## config.mk

```make
export PLATFORM = sky130hd
export DESIGN_NAME = pcs_rx_lane_align_status
export DESIGN_NICKNAME = d
export VERILOG_FILES = /design/src/lane_status_pkg.sv /design/src/lane_marker_check.sv /design/src/misalign_timer.sv /design/src/pcs_rx_lane_align_status.sv
export SDC_FILE = /design/constraint.sdc
export NUM_CORES = 1
export LEC_CHECK = 0
export ABC_AREA = 1
export BUFFER_PORTS_ARGS = -buffer_cell sky130_fd_sc_hd__buf_2
export CAP_MARGIN = 0
export CORE_ASPECT_RATIO = 0.6
export CORE_MARGIN = 4
export CORE_UTILIZATION = 60
export DETAILED_ROUTE_END_ITERATION = 8
export PLACE_DENSITY = 0.8
export SKIP_CTS_REPAIR_TIMING = 1
export SLEW_MARGIN = 20
export SYNTH_ARGS = -nofsm -noshare
export SYNTH_HDL_FRONTEND = slang
export SYNTH_SLANG_ARGS = --single-unit
export TNS_END_PERCENT = 20
```

## constraint.sdc

```tcl
create_clock -name clk -period 3.6 [get_ports clk]
set_input_delay 0.18 -clock clk [delete_from_list [all_inputs] [get_ports clk]]
set_output_delay 0.18 -clock clk [all_outputs]
set_load 0.02 [all_outputs]
```

## src/lane_status_pkg.sv

```systemverilog
// Summary of operation
// - spacing error bit per lane high while markers arrive off the configured period
// - repeat error bit set after four consecutive marker errors, held until cleared
// - malformed marker bit pulses one cycle per bad marker word, back to back allowed
// - aligned output high only while every lane is aligned and de-skewed
// - aligned low means local fault; fault output follows it
// - pcs status high only when aligned and not in high error rate state
// - block lock vector bit high while that lane holds block lock
// - alignment error level high on alignment failure or loss of alignment
// - no misalignment pulse until markers seen on all lanes and one bad marker follows
// - misalignment pulse comes one meta-frame after the causing marker error
// - no misalignment pulse if markers never received correctly on all lanes
// - misalignment is a one-cycle pulse; further errors before it is due restart the wait and give one pulse
package lane_status_pkg;
    localparam int          NUM_LANES       = 20;
    localparam int          PERIOD_W        = 16;
    localparam int          REPEAT_W        = 3;
    localparam logic [2:0]  REPEAT_LIMIT    = 3'h4;
    localparam logic [15:0] PERIOD_DEFAULT  = 16'h3FFF;
    localparam int          SYNC_STAGES     = 3;
    localparam int          INT_W           = 5;
    localparam logic [4:0]  INT_BIT_MISALIGN = 5'h01;
    localparam int          INT_MISALIGN    = 0;
    localparam int          INT_ALIGN_ERR   = 1;
    localparam int          INT_SPACING     = 2;
    localparam int          INT_REPEAT      = 3;
    localparam int          INT_MALFORMED   = 4;
    localparam logic [3:0]  ADDR_CTRL       = 4'h0;
    localparam logic [3:0]  ADDR_STATUS     = 4'h1;
    localparam logic [3:0]  ADDR_INT_STAT   = 4'h2;
    localparam logic [3:0]  ADDR_INT_MASK   = 4'h3;
    localparam logic [3:0]  ADDR_BLOCK_LOCK = 4'h4;
    localparam logic [3:0]  ADDR_SPACING    = 4'h5;
    localparam logic [3:0]  ADDR_REPEAT     = 4'h6;
    localparam logic [3:0]  ADDR_ALIGNED_LN = 4'h7;
    localparam logic [31:0] READ_UNMAPPED   = 32'h0000_0000;
    typedef enum logic [2:0] {
        ALIGN_IDLE    = 3'b001,
        ALIGN_LOCKED  = 3'b010,
        ALIGN_LOST    = 3'b100
    } align_state_t;
endpackage : lane_status_pkg

```

## src/lane_marker_check.sv

```systemverilog
`timescale 1ns/10ps
// per-lane marker spacing and repeat error tracking
module lane_marker_check
    import lane_status_pkg::*;
(
    // clock and reset
    input  wire logic                clk,
    input  wire logic                rst,
    // marker events of one lane
    input  wire logic                marker_seen,
    input  wire logic                marker_bad,
    input  wire logic                word_valid,
    input  wire logic [PERIOD_W-1:0] marker_period_setting,
    // status
    output logic                     spacing_err,
    output logic                     repeat_err
);
    logic [PERIOD_W-1:0] word_count;
    logic [REPEAT_W-1:0] bad_run;
    logic                started;

    // words since the last marker; the setting is period minus one
    always_ff @(posedge clk) begin
        if (rst) begin
            word_count <= '0;
            started    <= 1'b0;
        end else if (marker_seen) begin
            word_count <= '0;
            started    <= 1'b1;
        end else if (word_valid && started) begin
            word_count <= word_count + 1'b1;
        end
    end

    // spacing error updates at each marker, so it clears on the next good one
    always_ff @(posedge clk) begin
        if (rst) begin
            spacing_err <= 1'b0;
        end else if (marker_seen && started) begin
            spacing_err <= (word_count != marker_period_setting);
        end else if (started && word_valid && word_count == marker_period_setting) begin
            spacing_err <= 1'b1;
        end
    end

    // run of bad markers; saturates so the level holds until a good marker
    always_ff @(posedge clk) begin
        if (rst) begin
            bad_run <= '0;
        end else if (marker_seen && marker_bad) begin
            if (bad_run != REPEAT_LIMIT) begin
                bad_run <= bad_run + 1'b1;
            end
        end else if (marker_seen) begin
            bad_run <= '0;
        end
    end

    assign repeat_err = (bad_run == REPEAT_LIMIT);

    chk_repeat_after_four : assert property (@(posedge clk) disable iff (rst)
        (marker_seen && marker_bad) [*1] ##0 (bad_run == 3'h3) |=> repeat_err)
        else $error("repeat error not set after four bad markers");
endmodule : lane_marker_check

```

## src/misalign_timer.sv

```systemverilog
`timescale 1ns/10ps
// delays a marker error by one meta-frame before pulsing
module misalign_timer
    import lane_status_pkg::*;
(
    // clock and reset
    input  wire logic                clk,
    input  wire logic                rst,
    // trigger
    input  wire logic                trigger,
    input  wire logic                word_valid,
    input  wire logic [PERIOD_W-1:0] marker_period_setting,
    // pulse
    output logic                     pulse
);
    logic [PERIOD_W-1:0] remain;
    logic                armed;

    // one pending error at a time; a later trigger restarts the frame wait
    always_ff @(posedge clk) begin
        if (rst) begin
            armed  <= 1'b0;
            remain <= '0;
            pulse  <= 1'b0;
        end else begin
            pulse <= 1'b0;
            if (trigger) begin
                // a pulse falling due now still goes out, so errors every frame keep pulsing
                armed  <= 1'b1;
                remain <= marker_period_setting;
                pulse  <= armed && word_valid && remain == '0;
            end else if (armed && word_valid) begin
                if (remain == '0) begin
                    armed <= 1'b0;
                    pulse <= 1'b1;
                end else begin
                    remain <= remain - 1'b1;
                end
            end
        end
    end
endmodule : misalign_timer

```

## src/pcs_rx_lane_align_status.sv

```systemverilog
`timescale 1ns/10ps
module pcs_rx_lane_align_status
    import lane_status_pkg::*;
(
    // clock and reset
    input  wire logic                            clk,
    input  wire logic                            rst,
    // lane events from the marker datapath, bit i is lane i
    input  wire logic [lane_status_pkg::NUM_LANES-1:0] lane_marker_seen,
    input  wire logic [lane_status_pkg::NUM_LANES-1:0] lane_marker_bad,
    input  wire logic [lane_status_pkg::NUM_LANES-1:0] lane_block_lock_in,
    input  wire logic [lane_status_pkg::NUM_LANES-1:0] lane_deskewed,
    input  wire logic                            word_valid,
    input  wire logic                            high_error_rate_state,
    // register port
    input  wire logic [3:0]                      reg_addr,
    input  wire logic [31:0]                     reg_wdata,
    input  wire logic                            reg_write,
    input  wire logic                            reg_read,
    output logic [31:0]                          reg_rdata,
    // status outputs
    output logic [lane_status_pkg::NUM_LANES-1:0] lane_marker_spacing_err,
    output logic [lane_status_pkg::NUM_LANES-1:0] lane_marker_repeat_err,
    output logic [lane_status_pkg::NUM_LANES-1:0] lane_marker_malformed_err,
    output logic [lane_status_pkg::NUM_LANES-1:0] block_lock,
    output logic                                 all_lanes_aligned,
    output logic                                 local_fault,
    output logic                                 pcs_status,
    output logic                                 align_err,
    output logic                                 misaligned,
    output logic                                 irq
);
    import lane_status_pkg::*;

    ////////////////////////////////////////////////////////////////////////////
    // configuration
    logic [PERIOD_W-1:0]  marker_period_setting;
    logic [INT_W-1:0]     int_status;
    logic [INT_W-1:0]     int_mask;
    logic [NUM_LANES-1:0] marker_ever;
    logic                 all_seen;
    logic                 aligned_now;
    logic                 misalign_trigger;
    logic                 stat_read;
    logic [INT_W-1:0]     events;
    align_state_t         align_state;

    // period setting; marker period minus one words
    always_ff @(posedge clk) begin
        if (rst) begin
            marker_period_setting <= PERIOD_DEFAULT;
        end else if (reg_write && reg_addr == ADDR_CTRL) begin
            marker_period_setting <= reg_wdata[PERIOD_W-1:0];
        end
    end

    ////////////////////////////////////////////////////////////////////////////
    // per-lane checks, one instance per lane so index i stays lane i
    generate
        for (genvar i = 0; i < NUM_LANES; i++) begin : g_lane
            lane_marker_check u_check (
                .clk                   (clk),
                .rst                   (rst),
                .marker_seen           (lane_marker_seen[i]),
                .marker_bad            (lane_marker_bad[i]),
                .word_valid            (word_valid),
                .marker_period_setting (marker_period_setting),
                .spacing_err           (lane_marker_spacing_err[i]),
                .repeat_err            (lane_marker_repeat_err[i])
            );
        end
    endgenerate

    // one-cycle malformed pulses and block lock, registered
    always_ff @(posedge clk) begin
        if (rst) begin
            lane_marker_malformed_err <= '0;
            block_lock                <= '0;
        end else begin
            lane_marker_malformed_err <= lane_marker_seen & lane_marker_bad;
            block_lock                <= lane_block_lock_in;
        end
    end

    ////////////////////////////////////////////////////////////////////////////
    // alignment tracking
    // a lane counts as seen once a good marker has arrived on it
    always_ff @(posedge clk) begin
        if (rst) begin
            marker_ever <= '0;
        end else begin
            marker_ever <= marker_ever | (lane_marker_seen & ~lane_marker_bad);
        end
    end

    assign all_seen    = &marker_ever;
    assign aligned_now = all_seen && (&lane_deskewed) && (&lane_block_lock_in);

    // alignment state machine; loss is remembered until alignment returns
    always_ff @(posedge clk) begin
        if (rst) begin
            align_state <= ALIGN_IDLE;
        end else begin
            case (align_state)
                ALIGN_IDLE: begin
                    if (aligned_now) begin
                        align_state <= ALIGN_LOCKED;
                    end
                end
                ALIGN_LOCKED: begin
                    if (!aligned_now) begin
                        align_state <= ALIGN_LOST;
                    end
                end
                ALIGN_LOST: begin
                    if (aligned_now) begin
                        align_state <= ALIGN_LOCKED;
                    end
                end
                default: begin
                    align_state <= ALIGN_IDLE;
                end
            endcase
        end
    end

    // level outputs from flops
    always_ff @(posedge clk) begin
        if (rst) begin
            all_lanes_aligned <= 1'b0;
            local_fault       <= 1'b1;
            pcs_status        <= 1'b0;
            align_err         <= 1'b0;
        end else begin
            all_lanes_aligned <= aligned_now;
            local_fault       <= !aligned_now;
            pcs_status        <= aligned_now && !high_error_rate_state;
            // idle with any lane spacing error, or a lost alignment
            align_err <= (align_state == ALIGN_LOST && !aligned_now) ||
                         (align_state == ALIGN_LOCKED && !aligned_now) ||
                         (align_state == ALIGN_IDLE && |lane_marker_spacing_err);
        end
    end

    ////////////////////////////////////////////////////////////////////////////
    // misalignment: armed only after markers seen on all lanes
    assign misalign_trigger = all_seen && |(lane_marker_seen & lane_marker_bad);

    misalign_timer u_timer (
        .clk                   (clk),
        .rst                   (rst),
        .trigger               (misalign_trigger),
        .word_valid            (word_valid),
        .marker_period_setting (marker_period_setting),
        .pulse                 (misaligned)
    );

    ////////////////////////////////////////////////////////////////////////////
    // interrupts: sticky, cleared by reading the interrupt status register
    assign events    = {|lane_marker_malformed_err, |lane_marker_repeat_err,
                        |lane_marker_spacing_err, align_err, misaligned};
    assign stat_read = reg_read && reg_addr == ADDR_INT_STAT;

    // set wins over the read clear
    always_ff @(posedge clk) begin
        if (rst) begin
            int_status <= '0;
        end else if (stat_read) begin
            int_status <= events;
        end else begin
            int_status <= int_status | events;
        end
    end

    always_ff @(posedge clk) begin
        if (rst) begin
            int_mask <= '0;
        end else if (reg_write && reg_addr == ADDR_INT_MASK) begin
            int_mask <= reg_wdata[INT_W-1:0];
        end
    end

    assign irq = |(int_status & int_mask);

    ////////////////////////////////////////////////////////////////////////////
    // read data, one cycle after the strobe
    always_ff @(posedge clk) begin
        if (rst) begin
            reg_rdata <= '0;
        end else if (reg_read) begin
            case (reg_addr)
                ADDR_CTRL:       reg_rdata <= {16'h0000, marker_period_setting};
                ADDR_STATUS:     reg_rdata <= {28'h000_0000, align_err, pcs_status,
                                               local_fault, all_lanes_aligned};
                ADDR_INT_STAT:   reg_rdata <= {27'h000_0000, int_status};
                ADDR_INT_MASK:   reg_rdata <= {27'h000_0000, int_mask};
                ADDR_BLOCK_LOCK: reg_rdata <= {12'h000, block_lock};
                ADDR_SPACING:    reg_rdata <= {12'h000, lane_marker_spacing_err};
                ADDR_REPEAT:     reg_rdata <= {12'h000, lane_marker_repeat_err};
                ADDR_ALIGNED_LN: reg_rdata <= {12'h000, marker_ever};
                default:         reg_rdata <= READ_UNMAPPED;
            endcase
        end else begin
            reg_rdata <= '0;
        end
    end

    ////////////////////////////////////////////////////////////////////////////
    // checks
    chk_malformed_pulse : assert property (@(posedge clk) disable iff (rst)
        (lane_marker_seen[0] && lane_marker_bad[0]) |=> lane_marker_malformed_err[0])
        else $error("malformed pulse missing");
    chk_malformed_single : assert property (@(posedge clk) disable iff (rst)
        !(lane_marker_seen[0] && lane_marker_bad[0]) |=> !lane_marker_malformed_err[0])
        else $error("malformed pulse without cause");
    chk_aligned_level : assert property (@(posedge clk) disable iff (rst)
        all_lanes_aligned |-> $past(&lane_deskewed))
        else $error("aligned while a lane not deskewed");
    chk_fault_follows : assert property (@(posedge clk) disable iff (rst)
        local_fault == !all_lanes_aligned)
        else $error("local fault not following alignment");
    chk_status_ber : assert property (@(posedge clk) disable iff (rst)
        pcs_status |-> all_lanes_aligned && !$past(high_error_rate_state))
        else $error("status high in high error rate state");
    chk_block_lock : assert property (@(posedge clk) disable iff (rst)
        ##1 block_lock == $past(lane_block_lock_in))
        else $error("block lock vector wrong");
    chk_loss_err : assert property (@(posedge clk) disable iff (rst)
        (align_state == ALIGN_LOCKED && !aligned_now) |=> align_err)
        else $error("alignment loss not flagged");
    chk_misalign_gate : assert property (@(posedge clk) disable iff (rst)
        !all_seen |-> !misaligned)
        else $error("misaligned before markers seen");
    chk_misalign_late : assert property (@(posedge clk) disable iff (rst)
        (misalign_trigger && !u_timer.armed) |=> !misaligned)
        else $error("misaligned in error cycle");
    chk_misalign_width : assert property (@(posedge clk) disable iff (rst)
        misaligned |=> !misaligned || $past(misalign_trigger, 1) == 1'b0)
        else $error("misaligned pulse too long");
    cov_aligned  : cover property (@(posedge clk) disable iff (rst) $rose(all_lanes_aligned));
    cov_misalign : cover property (@(posedge clk) disable iff (rst) misaligned);
    cov_repeat   : cover property (@(posedge clk) disable iff (rst) |lane_marker_repeat_err);
endmodule : pcs_rx_lane_align_status

```

# After elaboration in Yosys (flattened, before gate mapping)

Index checks and enable logic that the tools add are counted.

Register bits: 563
Output and inout bits: 118
Logic and storage cells: 563

Add/sub/neg operators: 41
Equal/unequal tests: 113
Multiplexer cells: 114
Bitwise operators: 7
Reductions and logical operators: 193

Operator list:

| kind                                                                  | count |
|---|---|
| 16-bit by 1-bit adder with 16-bit output, second input constant       | 20 |
| 16-bit equality test                                                  | 20 |
| 16-bit inequality test                                                | 20 |
| 3-bit 2-to-1 mux                                                      | 62 |
| 20-bit one-hot mux with 8 select lines                                | 1 |
| 1-bit logical AND                                                     | 92 |
| 2-bit nonzero test                                                    | 42 |
| 20-bit OR reduction                                                   | 4 |
| 3-bit equality test, second input constant                            | 21 |
| 3-bit by 1-bit adder with 3-bit output, second input constant         | 20 |
| 3-bit inequality test, second input constant                          | 20 |
| 20-bit AND reduction                                                  | 3 |
| 16-bit 2-to-1 mux                                                     | 3 |
| 1-bit 2-to-1 mux                                                      | 46 |
| 2-bit AND reduction                                                   | 23 |
| 2-bit inequality test, second input constant                          | 22 |
| 2-bit OR reduction                                                    | 22 |
| 20-bit bitwise AND                                                    | 2 |
| 20-bit NOT                                                            | 1 |
| 20-bit OR                                                             | 1 |
| 4-bit by 3-bit equality test with 1-bit output, second input constant | 4 |
| 16-bit logical NOT                                                    | 1 |
| 16-bit by 1-bit subtractor with 16-bit output, second input constant  | 1 |
| 4-bit by 2-bit equality test with 1-bit output, second input constant | 2 |
| other kinds (13)                                                      | 15 |

# Depth between registers and ports, before layout

Word-level depth: 7
Depth in mapped cells: 14

# Hierarchy

From an unflattened synthesis, not the netlist that was laid out.

Cells, all modules: 5,454
Area, all modules: 33,075.5 um^2

By module, submodules not included:

| module                   | instances | cells each | area an instance (um^2) | seq. area each (um^2) |
|---|---|---|---|---|
| lane_marker_check        | 20        | 226        | 1,343.8                 | 420.4 |
| pcs_rx_lane_align_status | 1         | 696        | 4,862.2                 | 2,262.2 |
| misalign_timer           | 1         | 238        | 1,337.5                 | 360.3 |

# Least setup slack after synthesis

Ideal clock, no wire load.

Path type: register to register
Start point: register u_timer.remain[0]
End point: register u_timer.remain[13]
Data arrival time: 1.484 ns
Data required time: 3.490 ns
Path slack: 2.006 ns
Stages on the path, launching flop included: 15
Clock period less this slack: 1.594 ns
Path through: dfxtp_1 -> inv_1 -> ha_1 -> inv_1 -> nor2_1 -> nand2_1 -> nor2_1 -> nand2_1 -> nand2_1 -> clkbuf_1 -> a21oi_1 -> nand2_1 -> nand3_1 -> nand2_1 -> inv_1

Longest elaborated chain between the ends: 4
Elaborated cells between the ends (all ways): 7
Those cells by class: 1 x add/sub; 1 x eq/ne; 3 x mux; 2 x reduce/logical

RTL lines:

| item                                          | RTL line             | RTL |
|---|---|---|
| start: declaration                            | misalign_timer.sv:16 | `logic [PERIOD_W-1:0] remain;` |
| start signal: assignment                      | misalign_timer.sv:30 | `remain <= marker_period_setting;` |
| start signal: assignment                      | misalign_timer.sv:37 | `remain <= remain - 1'b1;` |
| 16-bit by 1-bit subtractor with 16-bit output | misalign_timer.sv:37 |  |
| 16-bit 2-to-1 mux                             | misalign_timer.sv:33 | `if (remain == '0) begin` |
| 16-bit 2-to-1 mux                             | misalign_timer.sv:32 | `end else if (armed && word_valid) begin` |
| 16-bit 2-to-1 mux                             | misalign_timer.sv:27 | `if (trigger) begin` |

Several ways; a longest one is shown, not always the timed one. The select of a mux whose other input is x is not followed.
A chain may end at the register's enable or synchronous reset.

# Final worst setup path

Start point: input lane_marker_seen[19] (netlist name)
End point: register u_timer.remain[3]

Longest elaborated chain between the ends: 5
Elaborated cells between the ends (all ways): 7
Those cells by class: 1 x eq/ne; 1 x mux; 1 x bitwise; 4 x reduce/logical

RTL lines:

| item                                                                         | RTL line                        | RTL |
|---|---|---|
| start: declaration                                                           | pcs_rx_lane_align_status.sv:9   | `input wire logic [lane_status_pkg::NUM_LANES-1:0] lane_marker_seen,` |
| 20-bit bitwise AND (*)                                                       | pcs_rx_lane_align_status.sv:147 | `assign misalign_trigger = all_seen && \|(lane_marker_seen & lane_marker_bad);` |
| 20-bit OR reduction (*)                                                      | pcs_rx_lane_align_status.sv:147 |  |
| 1-bit logical AND (*)                                                        | pcs_rx_lane_align_status.sv:147 |  |
| 2-bit inequality test (no line) / 2-bit nonzero test (equally long branches) | -                               |  |
| 2-bit AND reduction (no line)                                                | -                               |  |

Mark *: on every way between the ends. The rest lies on a longest branch, timed or not.

==> results.md <==
* Fraction of synthesized area in multiplexers at 0%
* Maximum buffer depth of the clock tree at 3
* Switching Fraction at 25.4%
* Maximum number of pins on one net before global-route repair at 73
* Critical path cell sequence: dlygate4sd3_1 > buf_2 > nand2_1 > nand2_1 > nor2_1 > nand2_1 > nor2_1 > nand2_1 > nand2_1 > buf_4 > nand2_1 > nor2_1 > nor2_1 > nor2_1
* Crit share post-route at 76.2%
* First-pass iteration count of the detailed router at 9
* Synthesis-stage register bit count at between 500 and 600
* Met1 Wirelength at 40200 µm
* Worst Path Class, Setup: primary input to flip-flop
* Half-perimeter wire length of the detailed placement result at approximately 65000 µm
* Initial cell density of the core at between 60% and 70%
* Required arrival time at the worst endpoint at around 4.1 ns
* DRC at 0
* Most used cells in the layout excluding fill and tap cells: 801 x nand2_1, 651 x nor2_1, 575 x inv_1, 535 x dfxtp_1, 336 x a21oi_1
* Per-cell routed wire length at 18.0 µm
* Worst Path Arrival at 3.25 ns
* I/O pins at 240
* Post-Syn Area at 29800 µm²
* Sequential cell area fraction in the yosys report at 37.0%
* Fill cell total of the finished layout at 4063
* Share of the synthesized netlist area taken by xor and xnor gates at just under 10%
* Area Growth Syn to Fin at 12.6%
* Result of the run: finished, final reports clean
* Compound-Gate Fraction of Synth Area at 11.0%
* Pint at 9730 µW
* Port buffer count at 211
* Count of pins over their slew limit at 0
* Number of clock buffers inserted by TritonCTS at 50
* Multi-input logic area at 15700 µm²
* Number of enable-type register cells in the synthesized netlist at 0
* Kind of end point of the critical path: flip-flop
* Sequential standard cell area at 11100 µm²
* # Max-Cap Violations at 0
* Met3 wirelength from detailed routing at 11600 µm
* Pwr dens at 388 nW/µm²
* Core region area at just under 50000 µm²
* Source-to-sink clock delay at the later pin of the worst-skew pair at 0.61 ns
* Worst hold slack after final layout at 0.00558 ns
* Global-route wire length before repair at 143000 µm
* Minimum clock period at between 2 and 3 ns
* Sinks on the clock net at 551
* Accumulated negative setup slack at 0 ns
* Worst IR Drop VDD at 450 µV
* Share of Yosys cell area claimed by the top area cell type at 37.0%
* Vertical die dimension at between 150 and 200 µm
* Top cells by area in the synthesized netlist: dfxtp_1 37%, nand2_1 10%, nor2_1 8.2%, xnor2_1 8.1%, inv_1 7.3%
* Proportion of register bits with asynchronous set or reset after synthesis at 0%
* Crit path max-delay family: simple AND/OR/NAND/NOR gates
* Crit path launch type: primary input
* Aggregate global routing overflow at 0
* Overall global routing resource usage at between 30 and 40%
* Initial DRC Count at roughly 3500
* Initial antenna violation count at 1
* Slew at the pin closest to its max-slew limit at around 1.2 ns
* Routability Congestion at 1.04
* Final worst clock skew at slightly below 0.04 ns
* Residual antenna-violating net count after detailed routing at 0
* Number of global-route vias before repair at about 26000
* Placed Instance Area at 31100 µm²
* Net switching power of the design at 3320 µW
* Fmax at around 360 MHz
* Most frequent standard cell in the layout excluding fill and tap cells: nand2_1
* Top routing layer used: met4
* Crit path buffers/inverters at 3
* Hold Fails Final Rpt at 0
* Class of the tightest hold or removal check: primary input to flip-flop
* Warnings, synthesis at 0
* Post-synthesis instance total at around 4400
* Fraction of final layout cells with drive strength greater than 1 at between 8 and 9%
* Total number of vias at 29700
* Relative contribution of the clock network to total power at 43.4%
* Final Setup Violations at 0
* H-tree lvl count at 2
* Largest stage delay on the critical path at roughly 0.55 ns
* Max transition margin at about a fifth
* Largest driver fanout on the critical path at 24
* Combinational family with the most area after synthesis: simple AND/OR/NAND/NOR gates
* Sum of met2 wire segment lengths after detailed routing at 38800 µm
* Post-synthesis average cell area at 6.84 µm²
* Final Routed Wirelength at between 90000 and 100000 µm
* Slowest CP cell: dlygate4sd3_1
* Netlist cell types at 42
* Number of vias per cell after detailed routing at 5.65
* Final net count at 4760
* Final Instance Area at 33600 µm²
* Buffer cell driving the clock tree root: clkbuf_16
* Cell type contributing the most total cell area after synthesis: dfxtp_1
* Comb power frac at 7.8%
* TritonCTS clock tree: done
* Die area at 53500 µm²
* Setup repair after global routing missed its margin: no
* Share of synthesized cell area in and, or, nand and nor gates at 29.3%
* Part of the total power dissipated in sequential elements at 48.8%
* Die width at 296 µm
* Clock transition at the register clock pins on the worst setup and hold paths after CTS at 0.07 ns
* Critical Path Most Common Cell: nand2_1
* Top flip-flop cell by instance count after synthesis: dfxtp_1
* Power after layout at 13000 µW
* Std-Cell Rows at 62
* Post-Synth Adder-Cell Area at 2.60%
* Lkg Pwr at between 0.01 and 0.015 µW
[kinds of logic (layout without fill, tap and decap cells)]
kind of cell,Yosys count,after routing
simple gates,2038,2038
flops,551,551
fa+ha+maj,62,62
xor+xnor,327,327
compound gates,618,618
buf+inv,763,1003
other cells,1,13
[path summary, 6_finish.rpt]
| kind | cells after the start | slack, ns | start | end |
|---|---|---|---|---|
| worst min register to register | 1 | 0.46 | g_lane[5].u_check.bad_run[2]$_SDFFE_PP0P_ | g_lane[5].u_check.bad_run[2]$_SDFFE_PP0P_ |
| worst min-delay path | 3 | 0.006 | lane_marker_seen[18] | lane_marker_malformed_err[18]$_SDFF_PP0_ |
| worst max register to register | 11 | 1.23 | marker_ever[16]$_SDFF_PP0_ | u_timer.remain[3]$_SDFFE_PP0P_ |
| worst max-delay path | 14 | 0.86 | lane_marker_seen[19] | u_timer.remain[3]$_SDFFE_PP0P_ |
[worst reg2reg max path, stage by stage (launching register included)]
cell and delay (ns):
dfxtp_1 0.58, nand2_1 0.16, inv_1 0.09, nand4_1 0.09
nor2_1 0.14, buf_4 0.23, nand2_1 0.08, buf_4 0.25
nand2_1 0.33, nor2_1 0.09, nor2_1 0.11, nor2_1 0.05
[per-layer routing]
| layer | global-route usage, % | vias to the layer above |
|---|---|---|
| met5 | 0 | - |
| met1 | 48.1 | 13400 |
| met4 | 10.6 | 0 |
| met2 | 48.2 | 1585 |
| met3 | 8.74 | 307 |
| li1 | - | 14400 |
[power groups by stage]
stage,Combinational [µW],Sequential [µW],Clock [µW]
after floorplan,581,6440,0
after global placement,873,6490,0
after detailed placement,893,6490,0
after CTS,899,6350,5680
after global routing,1090,6370,5950
final,1010,6360,5670
[state kept, by name, indices dropped and copies added, names as in the netlist, 3 cells and up]
name                        cells
u_timer.remain                 16
g_lane.u_check.word_count     320
lane_marker_malformed_err      20
align_state                     3
g_lane.u_check.spacing_err     20
int_status                      5
reg_rdata                      20
marker_ever                    20
marker_period_setting          16
block_lock                     20
int_mask                        5
g_lane.u_check.bad_run         60
g_lane.u_check.started         20
[stage by stage]
stage | cells | utilization [%] | worst slack, ns
2_1_floorplan | 4371 | - | 2.01
3_3_place_gp | 5085 | 64.2 | 1.08
3_5_place_dp | 5085 | 64.2 | 1.05
4_1_cts | 5172 | 67.6 | 1.37
5_1_grt | 5252 | 69.3 | 0.704
6_report | 5252 | 69.3 | 0.857
[cell type report]
class                   count  area share [%]
multi-input cells        3057            46.8
well taps                 640            2.38
repair buffers            322            6.23
clock inverters            18           0.704
clock buffers              69            4.33
diodes                      1         0.00745
flip-flops and latches    551            32.9
inverters                 594            6.64
[cell usage after synthesis (2+ instances only)]
cell type    n
buf_4       53
o21ai_0    197
nand2_1    801
a31oi_1     16
a41oi_1      4
inv_2       14
buf_1       12
o21a_1      16
dfxtp_1    551
xor2_1      51
clkbuf_1    71
o22ai_1     14
nand4_1    137
nor2_1     652
a21oi_1    336
nor3b_2      2
and2_1      11
clkinv_1     4
inv_1      576
nand2_4      2
ha_1        62
nand2_2      8
nor4_1      21
xnor2_1    276
nand3_1    238
o221ai_1     2
nor3b_1      7
nor3_1     118
buf_2       32
nand3b_1     2
a221oi_1     4
or2_2        2
nor2_2      13
a211oi_1    27
nor3_2      12
and3_1      10
Power figures use the tool's default switching activity.
